<file path="src/uci_pkg.sv">
// shared constants and types for the uart control, interrupt and option block
package uci_pkg;

	// register indices on the word-addressed register port
	localparam logic [2:0] REG_RXDATA = 3'h0;
	localparam logic [2:0] REG_TXDATA = 3'h1;
	localparam logic [2:0] REG_STATUS = 3'h2;
	localparam logic [2:0] REG_CONTROL = 3'h3;
	localparam logic [2:0] REG_DIVISOR = 3'h4;
	localparam logic [2:0] REG_EOP_CHAR = 3'h5;

	// widths
	localparam int ADDR_W = 3;
	localparam int DATA_W = 16;
	localparam int CTRL_W = 13;
	localparam int CHAR_W = 8;
	localparam int DIV_W = 16;

	// status and control bit positions (an enable sits at its flag's position)
	localparam int BIT_PARITY = 0;
	localparam int BIT_FRAMING = 1;
	localparam int BIT_BREAK = 2;
	localparam int BIT_RX_OVERRUN = 3;
	localparam int BIT_TX_OVERRUN = 4;
	localparam int BIT_SHIFTER_EMPTY = 5;
	localparam int BIT_TX_READY = 6;
	localparam int BIT_RX_READY = 7;
	localparam int BIT_EXCEPTION = 8;
	localparam int BIT_SEND_BREAK = 9;
	localparam int BIT_CTS_CHANGE = 10;
	localparam int BIT_CTS_RTS = 11;
	localparam int BIT_PACKET_END = 12;

	// values after reset
	localparam logic [CTRL_W-1:0] CTRL_RESET = 13'h0000;
	localparam logic [CHAR_W-1:0] EOP_CHAR_RESET = 8'h00;
	localparam logic [DIV_W-1:0] DIVISOR_RESET = 16'h01b1;
	localparam logic [DATA_W-1:0] RDATA_RESET = 16'h0000;
	localparam logic [DATA_W-1:0] UNDEF_READ = 16'h0000;
	localparam logic [1:0] CTS_SYNC_RESET = 2'h3;

	// counter state of the bit-rate divider
	typedef struct packed {
		logic [DIV_W-1:0] count;
		logic tick;
	} uci_baud_state_t;

	// complete state of the control block
	typedef struct packed {
		logic [CTRL_W-1:0] ctrl;
		logic parity;
		logic framing;
		logic brk;
		logic rx_overrun;
		logic tx_overrun;
		logic cts_change;
		logic packet_end;
		logic [1:0] cts_sync;
		logic cts_prev;
		logic [DIV_W-1:0] divisor;
		logic [CHAR_W-1:0] eop_char;
		logic [DATA_W-1:0] rdata;
		logic txd;
		logic rts_n;
		logic irq;
	} uci_state_t;

endpackage : uci_pkg

</file>
<file path="src/uci_core.sv">
`timescale 1ns/100ps
`default_nettype none

module uci_core
#(
	parameter bit HAS_FLOW_CTRL = 1'b1,
	parameter bit HAS_SW_BAUD = 1'b1,
	parameter bit HAS_EOP_REG = 1'b1,
	parameter logic [uci_pkg::DIV_W-1:0] FIXED_DIVISOR = uci_pkg::DIVISOR_RESET
)
(
	input wire logic mclk_in,
	input wire logic arst_n_in,
	input wire logic [uci_pkg::ADDR_W-1:0] reg_addr_in,
	input wire logic reg_wr_in,
	input wire logic reg_rd_in,
	input wire logic [uci_pkg::DATA_W-1:0] reg_wdata_in,
	output logic [uci_pkg::DATA_W-1:0] reg_rdata_out,
	input wire logic parity_err_in,
	input wire logic framing_err_in,
	input wire logic break_det_in,
	input wire logic rx_overrun_in,
	input wire logic tx_overrun_in,
	input wire logic shifter_empty_in,
	input wire logic tx_ready_in,
	input wire logic rx_ready_in,
	input wire logic tx_load_in,
	input wire logic [uci_pkg::CHAR_W-1:0] tx_char_in,
	input wire logic rx_take_in,
	input wire logic [uci_pkg::CHAR_W-1:0] rx_char_in,
	input wire logic tx_shift_in,
	input wire logic cts_n_in,
	output logic txd_out,
	output logic rts_n_out,
	output logic irq_out,
	output logic baud_tick_out
);

	// registered state and its next value
	uci_pkg::uci_state_t st;
	uci_pkg::uci_state_t next_st;

	// decoded accesses
	logic wr_status;
	logic wr_control;
	logic wr_divisor;
	logic wr_eop_char;
	logic ack_clear;

	// event detection
	logic tx_eop_hit;
	logic rx_eop_hit;
	logic eop_event;
	logic cts_edge;
	logic cts_level;
	logic exception;

	// assembled register images
	logic [uci_pkg::DATA_W-1:0] status_img;
	logic [uci_pkg::DATA_W-1:0] control_img;
	logic [uci_pkg::CTRL_W-1:0] ctrl_wmask;
	logic [uci_pkg::CTRL_W-1:0] flag_vec;
	logic [uci_pkg::DIV_W-1:0] active_divisor;

	// gated interrupt sources, one per status position
	logic [uci_pkg::CTRL_W-1:0] irq_src;

	// write strobes per register index
	always_comb
	begin
		wr_status = 1'b0;
		wr_control = 1'b0;
		wr_divisor = 1'b0;
		wr_eop_char = 1'b0;
		if (reg_wr_in && reg_addr_in == uci_pkg::REG_STATUS)
		begin
			wr_status = 1'b1;
		end
		else if (reg_wr_in && reg_addr_in == uci_pkg::REG_CONTROL)
		begin
			wr_control = 1'b1;
		end
		else if (reg_wr_in && reg_addr_in == uci_pkg::REG_DIVISOR)
		begin
			wr_divisor = HAS_SW_BAUD;
		end
		else if (reg_wr_in && reg_addr_in == uci_pkg::REG_EOP_CHAR)
		begin
			wr_eop_char = HAS_EOP_REG;
		end
	end

	// any status write acknowledges every sticky flag
	assign ack_clear = wr_status;

	// character compare on a tx holding write or an rx holding read
	assign tx_eop_hit = tx_load_in && (tx_char_in == st.eop_char);
	assign rx_eop_hit = rx_take_in && (rx_char_in == st.eop_char);
	assign eop_event = HAS_EOP_REG && (tx_eop_hit || rx_eop_hit);

	// cts change: compare the second sync stage with its previous value
	assign cts_edge = HAS_FLOW_CTRL && (st.cts_sync[1] != st.cts_prev);
	assign cts_level = HAS_FLOW_CTRL && !st.cts_sync[1];

	// exception is the or of the five error flags
	assign exception = st.parity | st.framing | st.brk | st.rx_overrun | st.tx_overrun;

	// rts cannot be written when flow control is not built
	always_comb
	begin
		ctrl_wmask = {uci_pkg::CTRL_W{1'b1}};
		ctrl_wmask[uci_pkg::BIT_CTS_RTS] = HAS_FLOW_CTRL;
	end

	// flag vector lined up with the enable bits
	always_comb
	begin
		flag_vec = '0;
		flag_vec[uci_pkg::BIT_PARITY] = st.parity;
		flag_vec[uci_pkg::BIT_FRAMING] = st.framing;
		flag_vec[uci_pkg::BIT_BREAK] = st.brk;
		flag_vec[uci_pkg::BIT_RX_OVERRUN] = st.rx_overrun;
		flag_vec[uci_pkg::BIT_TX_OVERRUN] = st.tx_overrun;
		flag_vec[uci_pkg::BIT_SHIFTER_EMPTY] = shifter_empty_in;
		flag_vec[uci_pkg::BIT_TX_READY] = tx_ready_in;
		flag_vec[uci_pkg::BIT_RX_READY] = rx_ready_in;
		flag_vec[uci_pkg::BIT_EXCEPTION] = exception;
		flag_vec[uci_pkg::BIT_CTS_CHANGE] = st.cts_change;
		flag_vec[uci_pkg::BIT_PACKET_END] = st.packet_end;
	end

	// per-bit interrupt sources: a flag counts only with the enable at its position;
	// the send-break and rts positions are line controls and never raise the line
	genvar gi;
	generate
		for (gi = 0; gi < uci_pkg::CTRL_W; gi = gi + 1)
		begin : g_irq_src
			if (gi == uci_pkg::BIT_SEND_BREAK || gi == uci_pkg::BIT_CTS_RTS)
			begin : g_line_ctrl
				// bit 9 drives the break, bit 11 the rts pin
				assign irq_src[gi] = 1'b0;
			end
			else
			begin : g_enabled
				assign irq_src[gi] = flag_vec[gi] & st.ctrl[gi];
			end
		end
	endgenerate

	// status read image; bit 9 is reserved and reads zero
	always_comb
	begin
		status_img = '0;
		status_img[uci_pkg::CTRL_W-1:0] = flag_vec;
		status_img[uci_pkg::BIT_CTS_RTS] = cts_level;
		status_img[uci_pkg::BIT_PACKET_END] = HAS_EOP_REG && st.packet_end;
	end

	// control read image is the stored bits, rts already masked on write
	always_comb
	begin
		control_img = '0;
		control_img[uci_pkg::CTRL_W-1:0] = st.ctrl;
	end

	// next state of everything
	always_comb
	begin
		next_st = st;

		// control register, only written by software
		if (wr_control)
		begin
			next_st.ctrl = reg_wdata_in[uci_pkg::CTRL_W-1:0] & ctrl_wmask;
		end

		// sticky flags: a set in the clearing cycle wins
		next_st.parity = parity_err_in | (st.parity & ~ack_clear);
		next_st.framing = framing_err_in | (st.framing & ~ack_clear);
		next_st.brk = break_det_in | (st.brk & ~ack_clear);
		next_st.rx_overrun = rx_overrun_in | (st.rx_overrun & ~ack_clear);
		next_st.tx_overrun = tx_overrun_in | (st.tx_overrun & ~ack_clear);
		next_st.cts_change = cts_edge | (st.cts_change & ~ack_clear);
		next_st.packet_end = eop_event | (st.packet_end & ~ack_clear);

		// two-stage synchroniser for the cts pin, then its history
		next_st.cts_sync = {st.cts_sync[0], cts_n_in};
		next_st.cts_prev = st.cts_sync[1];

		// optional divisor and end character
		if (wr_divisor)
		begin
			next_st.divisor = reg_wdata_in[uci_pkg::DIV_W-1:0];
		end
		if (wr_eop_char)
		begin
			next_st.eop_char = reg_wdata_in[uci_pkg::CHAR_W-1:0];
		end

		// registered read data; reads have no side effects here
		if (reg_rd_in)
		begin
			if (reg_addr_in == uci_pkg::REG_STATUS)
			begin
				next_st.rdata = status_img;
			end
			else if (reg_addr_in == uci_pkg::REG_CONTROL)
			begin
				next_st.rdata = control_img;
			end
			else if (reg_addr_in == uci_pkg::REG_DIVISOR && HAS_SW_BAUD)
			begin
				next_st.rdata = st.divisor;
			end
			else if (reg_addr_in == uci_pkg::REG_EOP_CHAR && HAS_EOP_REG)
			begin
				next_st.rdata = {8'h00, st.eop_char};
			end
			else
			begin
				next_st.rdata = uci_pkg::UNDEF_READ;
			end
		end

		// forced break beats the shifter's level
		next_st.txd = st.ctrl[uci_pkg::BIT_SEND_BREAK] ? 1'b0 : tx_shift_in;

		// rts pin follows only its own control bit
		next_st.rts_n = ~st.ctrl[uci_pkg::BIT_CTS_RTS];

		// level interrupt from current flags and enables
		next_st.irq = |irq_src;
	end

	// state register
	always_ff @(posedge mclk_in or negedge arst_n_in)
	begin
		if (!arst_n_in)
		begin
			st.ctrl <= uci_pkg::CTRL_RESET;
			st.parity <= 1'b0;
			st.framing <= 1'b0;
			st.brk <= 1'b0;
			st.rx_overrun <= 1'b0;
			st.tx_overrun <= 1'b0;
			st.cts_change <= 1'b0;
			st.packet_end <= 1'b0;
			st.cts_sync <= uci_pkg::CTS_SYNC_RESET;
			st.cts_prev <= 1'b1;
			st.divisor <= uci_pkg::DIVISOR_RESET;
			st.eop_char <= uci_pkg::EOP_CHAR_RESET;
			st.rdata <= uci_pkg::RDATA_RESET;
			st.txd <= 1'b1;
			st.rts_n <= 1'b1;
			st.irq <= 1'b0;
		end
		else
		begin
			st <= next_st;
		end
	end

	// the divider uses the register or the fixed build value
	assign active_divisor = HAS_SW_BAUD ? st.divisor : FIXED_DIVISOR;

	uci_baud_gen u_baud
	(
		.mclk_in(mclk_in),
		.arst_n_in(arst_n_in),
		.divisor_in(active_divisor),
		.tick_out(baud_tick_out)
	);

	// outputs straight from flip-flops
	assign reg_rdata_out = st.rdata;
	assign txd_out = st.txd;
	assign rts_n_out = st.rts_n;
	assign irq_out = st.irq;

endmodule : uci_core

`default_nettype wire

</file>
<file path="src/uci_baud_gen.sv">
`timescale 1ns/100ps
`default_nettype none

// bit-rate tick generator: one mclk pulse every divisor+1 cycles
module uci_baud_gen
(
	input wire logic mclk_in,
	input wire logic arst_n_in,
	input wire logic [uci_pkg::DIV_W-1:0] divisor_in,
	output logic tick_out
);

	uci_pkg::uci_baud_state_t st;
	uci_pkg::uci_baud_state_t next_st;

	// count down from the divisor; reload and pulse at zero
	always_comb
	begin
		next_st = st;
		next_st.tick = 1'b0;
		if (st.count == '0)
		begin
			next_st.count = divisor_in;
			next_st.tick = 1'b1;
		end
		else if (st.count > divisor_in)
		begin
			next_st.count = divisor_in; // shrinking divisor takes effect at once
		end
		else
		begin
			next_st.count = st.count - 16'h0001;
		end
	end

	// state register
	always_ff @(posedge mclk_in or negedge arst_n_in)
	begin
		if (!arst_n_in)
		begin
			st.count <= uci_pkg::DIVISOR_RESET;
			st.tick <= 1'b0;
		end
		else
		begin
			st <= next_st;
		end
	end

	assign tick_out = st.tick;

endmodule : uci_baud_gen

`default_nettype wire

</file>
<file path="config.mk">
export PLATFORM = sky130hd
export DESIGN_NAME = uci_core
export DESIGN_NICKNAME = d
export VERILOG_FILES = /design/src/uci_pkg.sv /design/src/uci_core.sv /design/src/uci_baud_gen.sv
export SDC_FILE = /design/constraint.sdc
export NUM_CORES = 1
export LEC_CHECK = 0
export ABC_AREA = 1
export BUFFER_PORTS_ARGS = -buffer_cell sky130_fd_sc_hd__buf_2
export CAP_MARGIN = 20
export CORE_MARGIN = 2
export CORE_UTILIZATION = 55
export CTS_CLUSTER_DIAMETER = 80
export DETAILED_ROUTE_END_ITERATION = 6
export GPL_ROUTABILITY_DRIVEN = 0
export PLACE_DENSITY = 0.78
export SLEW_MARGIN = 10
export SYNTH_ARGS = -nofsm -noshare
export SYNTH_HDL_FRONTEND = slang
export SYNTH_SLANG_ARGS = --single-unit
export TNS_END_PERCENT = 50
</file>
<file path="constraint.sdc">
create_clock -name mclk_in -period 2.5 [get_ports mclk_in]
set_input_delay 0.125 -clock mclk_in [delete_from_list [all_inputs] [get_ports mclk_in]]
set_output_delay 0.125 -clock mclk_in [all_outputs]
set_load 0.03 [all_outputs]
</file>
==> out/metrics.cfg, run 1 <==
[pwr]
vdd_drop_max_uv = 423
p_leak_nw = 2.64
power_density_nw_per_um2 = 940

[sta]
clock_skew_ns = 0.0128
rsz0062_at_grt = false
period_needed_ns = 2.14
setup_viol = 0
tightest_slew_ns = 0.659
slew_headroom_pct = 56.0
report.final.slew_viol_count = 0
timing.final.crit_share_pct = 85.6
max_freq_ghz = 0.468
tns_ns = 0
finalHoldViolations = 0
postLayoutSetupSlackWorst_ns = 0.361

[route]
route.vias.total = 3828
drcViolationCount = 0
drt-total-wl_um = 10600
wire_per_inst_um = 15.0
drt_iter0_markers = 268
first_pass_iters = 5
vias_per_cell = 5.39
postRouteAntennaNets = 0

[finish]
nNetsFinal = 669
area_growth_pct = 13.9
seq_area_sq_um = 2100
drive_above_1_share_pct = 22.1
diodes = 0
fillCellCount = 695
multi_input_area_sq_um = 1960
final_util_pct = 63.9

[critical_path]
crit_path_end_kind = register
crit_top_cell = nand2_1
worstSetupStartpointType = register
worstPathRequired_ns = 2.77
path_buf_inv = 2
crit_fanout = 24
crit_family = simple AND/OR/NAND/NOR gates
slowest_stage = dfstp_2
max_stage_delay_ns = 0.56
path_cells = inv_1 > ha_1 > nand4_1 > nor3_1 > nand2_1 > nand2_1 > nand2_2 > nand2_4 > nand2_1 > nand2_1 > inv_1
cp.arrival_ns = 2.41
crit_type = register to register

[worst_hold_path]
min_path_type = input pin to register

[logic_synthesis]
netlist_area_sq_um = 4540
yosys_most_used_dff = dfrtp_1
seq_area_frac_synth_pct = 46.2
postSynthAreaPerCell_sq_um = 8.44
synth_cell_type_count = 40
async_flop_share_pct = 100
synth_enable_flop_cells = 0
ys_warn_count = 0
ys_ff_latch = 83
syn_inst = 538
syn_nets = 607

[clock_tree]
postCtsResizedCells = 0
numCtsBuffers = 9
cts.sinks = 83
clock_path_buffers = 2
clk_pin_slew_worst_paths_ns = 0.09
htreeDepth = 3
insertion_delay_ns = 0.37
cts_root_buf = clkbuf_8
cts_tree = done

[floorplan]
dieArea_sq_um = 9000
die_w_um = 94.9
initial_core_util_pct = 56.1
die-height_um = 94.9
rows = 33
core_sq_um = 8090
pin_count = 71

[grt]
grt_util_met3_pct = 3.43
grt.busiest_layer = met2
gr-total-overflow = 0
use_met2_pct = 44.0
grt_start_max_net_pins = 84
grt_usage_pct = 25.8
first_global_vias = 3857
grt_first_pass_wirelength_um = 17700
antenna_found_initial = 0
use_met1_pct = 32.1

[flow_run]
cap_violations = 0

[place]
place_hpwl_um = 7950
dpl_worst_slack_ns = 0.398
io_buffers = 70

[outcome]
run_status = finished, final reports clean

cell usage in the layout, fill, tap and decap left out, types with 4 or more instances in the layout:
master and instances:
xnor2_1 6, inv_1 74, o21bai_1 5, clkbuf_8 9
ha_1 18, o21ai_2 5, nand2_2 15, buf_2 69
o21ai_0 52, nor2_2 4, a21oi_1 13, dfrtp_1 68
nand3_1 23, o22ai_1 18, nand2_1 97, dfstp_2 15
nor3_1 14, nor2_1 39, xor2_1 14, nand4_1 6
dlygate4sd3_1 8
worst min-delay path: stages:
cell and delay (ns):
buf_2 0.08, nor2_1 0.03, a21oi_1 0.10
report_power, final:
group	switching, mW	leakage (nW)	internal (mW)
Clock	0.539	0.118	0.582
Sequential	0.292	0.985	1.67
Combinational	1.12	1.54	0.658
Total	1.95	2.64	2.91
state kept, by name (all words and copies together) (netlist names):
signal	count
active_divisor	16
reg_rdata_out	16
u_baud.st	16
control_img	13
st	9
flag_vec	7
next_st	2
irq_out	1
rts_n_out	1
txd_out	1
u_baud.tick_out	1
metal layers:
layer | share of wire (%) | vias up
li1 | - | 1863
met1 | 42 | 1804
met3 | 5.3 | 29
met4 | 3.5 | 0
met2 | 49 | 132
met5 | 0 | -
synth_stat cells (2+ instances only):
cell type | instances | share of area (%)
nand2_1 | 97 | 8.0
inv_1 | 74 | 6.1
dfrtp_1 | 68 | 37
o21ai_0 | 52 | 5.7
nor2_1 | 39 | 3.2
nand3_1 | 23 | 2.5
ha_1 | 18 | 5.0
o22ai_1 | 18 | 2.5
buf_4 | 16 | 2.6
dfstp_2 | 15 | 8.7
nand2_2 | 15 | 2.1
nor3_1 | 14 | 1.5
xor2_1 | 14 | 2.7
a21oi_1 | 13 | 1.4
clkbuf_1 | 10 | 0.83
nand4_1 | 6 | 0.83
xnor2_1 | 6 | 1.2
o21ai_2 | 5 | 0.96
o21bai_1 | 5 | 0.83
nor2_2 | 4 | 0.55
o21ai_1 | 3 | 0.33
o31ai_1 | 3 | 0.50
buf_2 | 2 | 0.22
nor4_1 | 2 | 0.28
worst paths after layout:
path / startpoint / end / slack (ns) / depth (start not counted)
hold reg to reg: next_st[45] / next_st[43] / 0.37 / 0
setup / recovery: active_divisor[8] / u_baud.st[11] / 0.36 / 11
setup reg to reg: active_divisor[8] / u_baud.st[11] / 0.36 / 11
max in group asynchronous: arst_n_in / st[43] / 1.61 / 3
hold / removal: reg_wdata_in[13] / active_divisor[13] / 0.008 / 3
min in group asynchronous: arst_n_in / st[26] / 0.23 / 2
cells by family (layout without fill, tap and decap cells):
| logic type | count (synthesis) | after routing | synth area share [%] |
|---|---|---|---|
| AND/OR/NAND/NOR | 208 | 208 | 21.1 |
| flip-flops | 83 | 83 | 46.2 |
| buffers and inverters | 104 | 171 | 10.6 |
| adder cells (fa/ha/maj) | 18 | 18 | 4.96 |
| AO/OA/AOI/OAI | 105 | 105 | 13.3 |
| XOR/XNOR | 20 | 20 | 3.86 |
stage by stage:
stage / hold WS (ns) / total power, mW / instance area (sq um) / cells
after global routing: 0.0442 / 5.21 / 5170 / 710
after CTS: 0.00165 / 4.86 / 5140 / 709
after global placement: 0.232 / 3.63 / 4840 / 685
after floorplan: -0.171 / 3.37 / 4540 / 538
after detailed placement: 0.232 / 3.73 / 4840 / 685
final: 0.00836 / 4.86 / 5170 / 710
area by class of cell:
class | instances | share of cell area, %
Tap cell | 105 | 2.54
Multi-Input combinational cell | 351 | 38.0
Clock inverter | 7 | 2.03
Timing Repair Buffer | 81 | 9.19
Sequential cell | 83 | 40.5
Clock buffer | 9 | 2.39
Inverter | 74 | 5.37
repair_timing:
item / 4_1_cts / 5_1_grt
buffers inserted: 0 / 0
hold buffers: 8 / 0
endpoints found under the hold margin: 75 / 0
Note: power is estimated with default switching activity, not from simulation.
==> run 2, diff against run 1 <==
--- a/config.mk
+++ b/config.mk
@@ -7,13 +7,13 @@
 export LEC_CHECK = 0
 export ABC_AREA = 1
 export BUFFER_PORTS_ARGS = -buffer_cell sky130_fd_sc_hd__buf_2
-export CAP_MARGIN = 20
+export CORE_ASPECT_RATIO = 1.5
 export CORE_MARGIN = 2
 export CORE_UTILIZATION = 55
 export CTS_CLUSTER_DIAMETER = 80
 export DETAILED_ROUTE_END_ITERATION = 6
 export GPL_ROUTABILITY_DRIVEN = 0
-export PLACE_DENSITY = 0.78
+export PLACE_DENSITY = 0.86
 export SLEW_MARGIN = 10
 export SYNTH_ARGS = -nofsm -noshare
 export SYNTH_HDL_FRONTEND = slang
==> out/metrics.cfg, run 2 (synthesized netlist as in run 1, its figures left out) <==
[finish]
nNetsFinal = 667  ; was 669
seq_area_sq_um = 2100  ; unchanged
final_common_cell = nand2_1  ; unchanged
area_growth_pct = 14.3  ; was 13.9%
finalNonFillerCells = 709  ; was 710
drive_above_1_share_pct = 21.6  ; was 22.1%
final_area_sq_um = 5190  ; was 5170 sq um
final_cell_mix = nand2_1, inv_1, buf_2  ; unchanged
fillCellCount = 658  ; was 695
multi_input_area_sq_um = 1960  ; unchanged

[route]
drt_iter0_markers = 290  ; was 268
drcViolationCount = 0  ; unchanged
vias_per_cell = 5.59  ; was 5.39
postRouteAntennaNets = 0  ; unchanged
wire_per_inst_um = 15.8  ; was 15.0 um
route.vias.total = 3961  ; was 3828
first_pass_iters = 5  ; unchanged
drt-total-wl_um = 11200  ; was 10600 um

[critical_path]
crit_type = register to register  ; unchanged
worstPathRequired_ns = 2.74  ; was 2.77 ns
reg2reg_from = active_divisor[8]  ; unchanged
crit_fanout = 24  ; unchanged
reg2regPathDepth = 11  ; unchanged
cp.arrival_ns = 2.37  ; was 2.41 ns
critical_path.startpoint = active_divisor[8]  ; unchanged
worstSetupStartpointType = register  ; unchanged
crit_path_end_kind = register  ; unchanged

[grt]
grt_start_max_net_pins = 84  ; unchanged
antenna_found_initial = 0  ; unchanged
gr-total-overflow = 0  ; unchanged
grt_first_pass_wirelength_um = 18700  ; was 17700 um
first_global_vias = 3927  ; was 3857
grt_usage_pct = 27.1  ; was 25.8%

[floorplan]
die_w_um = 78.2  ; was 94.9 um
die-height_um = 115  ; was 94.9 um
pin_count = 71  ; unchanged
core_sq_um = 8010  ; was 8090 sq um
initial_core_util_pct = 56.7  ; was 56.1%
dieArea_sq_um = 9010  ; was 9000 sq um
rows = 40  ; was 33

[clock_tree]
htreeDepth = 3  ; unchanged
cts_tree = done  ; unchanged
cts.sinks = 83  ; unchanged
numCtsBuffers = 9  ; unchanged
clk_pin_slew_worst_paths_ns = 0.06  ; was 0.09 ns
cts_setup_buffers = 0  ; unchanged
clock_path_buffers = 2  ; unchanged
insertion_delay_ns = 0.35  ; was 0.37 ns
cts_root_buf = clkbuf_16  ; was clkbuf_8

[sta]
timing.final.crit_share_pct = 84.8  ; was 85.6%
tns_ns = 0  ; unchanged
setup_viol = 0  ; unchanged
report.final.slew_viol_count = 0  ; unchanged
finalHoldViolations = 0  ; unchanged
max_freq_ghz = 0.471  ; was 0.468 GHz
rsz0062_at_grt = false  ; unchanged
slew_headroom_pct = 33.4  ; was 56.0%
tightest_slew_ns = 1.00  ; was 0.659 ns
period_needed_ns = 2.12  ; was 2.14 ns
clock_skew_ns = 0.00780  ; was 0.0128 ns

[place]
dpl_cell_area_sq_um = 4830  ; was 4840 sq um
dp_cells = 684  ; was 685
io_buffers = 70  ; unchanged
place_hpwl_um = 8100  ; was 7950 um

[worst_hold_path]
min_from = reg_wdata_in[15]  ; was reg_wdata_in[13]
min_path_type = input pin to register  ; unchanged
worstHoldPathCells = 3  ; unchanged

[pwr]
power_density_nw_per_um2 = 960  ; was 940 nW/um^2
p_leak_nw = 2.63  ; was 2.64 nW
vdd_drop_max_uv = 591  ; was 423 uV

[outcome]
run_status = finished, final reports clean  ; unchanged

[flow_run]
cap_violations = 0  ; unchanged

## run 2: cell count changes in the layout (fill, tap and decap cells not counted), sizes merged
cell and change:
bufinv -2, buf -2, clkbuf +3, clkinv +1, diode +1, clkinvlp +2
inv -4
## run 2: worst max-delay path, cell delays in order (launching register included)
cell and delay, ns:
dfstp_2 0.55, inv_1 0.06, ha_1 0.28, nand4_1 0.09
nor3_1 0.24, nand2_1 0.09, nand2_1 0.08, nand2_2 0.12
nand2_4 0.32, nand2_1 0.09, nand2_1 0.07, inv_1 0.03
## run 2: timing repair
item                                   4_1_cts  5_1_grt
gates resized for setup                      0        0
endpoints found under the hold margin       60        0
hold buffers                                 8        0
## run 2: final timing paths
check	endpoint	slack [ns]
setup reg to reg	u_baud.st[11]	0.38
hold / removal	active_divisor[15]	0.04
hold reg to reg	next_st[43]	0.37
min in group asynchronous	flag_vec[1]	0.47
setup / recovery	u_baud.st[11]	0.38
max in group asynchronous	u_baud.st[14]	1.38
## run 2: layout make-up
class                   instances  area share (%)
clock buffers                  12            4.75
well taps                     105            2.53
flip-flops and latches         83            40.4
diodes                          1          0.0483
repair buffers                 79            8.49
inverters                      74            5.36
multi-input cells             351            37.9
clock inverters                 4           0.555
## run 2: metal layers
layer | up-vias | wire, um | track usage [%] | part of all wire [%]
li1 | 1864 | - | - | -
met1 | 1866 | 4220 | 30.5 | 38
met2 | 189 | 5870 | 48.0 | 52
met3 | 42 | 577 | 4.71 | 5.2
met4 | 0 | 536 | 15.6 | 4.8
met5 | - | 0 | 0 | 0
## run 2: stage by stage
step / util (%) / total power, mW / worst slack [ns] / hold slack, ns
floorplan: - / 3.37 / 0.634 / -0.171
global placement: 60.3 / 3.62 / 0.493 / 0.230
detailed placement: 60.3 / 3.72 / 0.401 / 0.233
CTS: 64.7 / 4.97 / 0.397 / 0.0405
global route: 64.7 / 5.31 / 0.152 / 0.0677
finish: 64.8 / 4.98 / 0.379 / 0.0359
## run 2: power by group
group / internal, mW / total [mW] / switching (mW)
Sequential: 1.67 / 1.97 / 0.292
Clock: 0.700 / 1.24 / 0.539
Combinational: 0.654 / 1.78 / 1.12
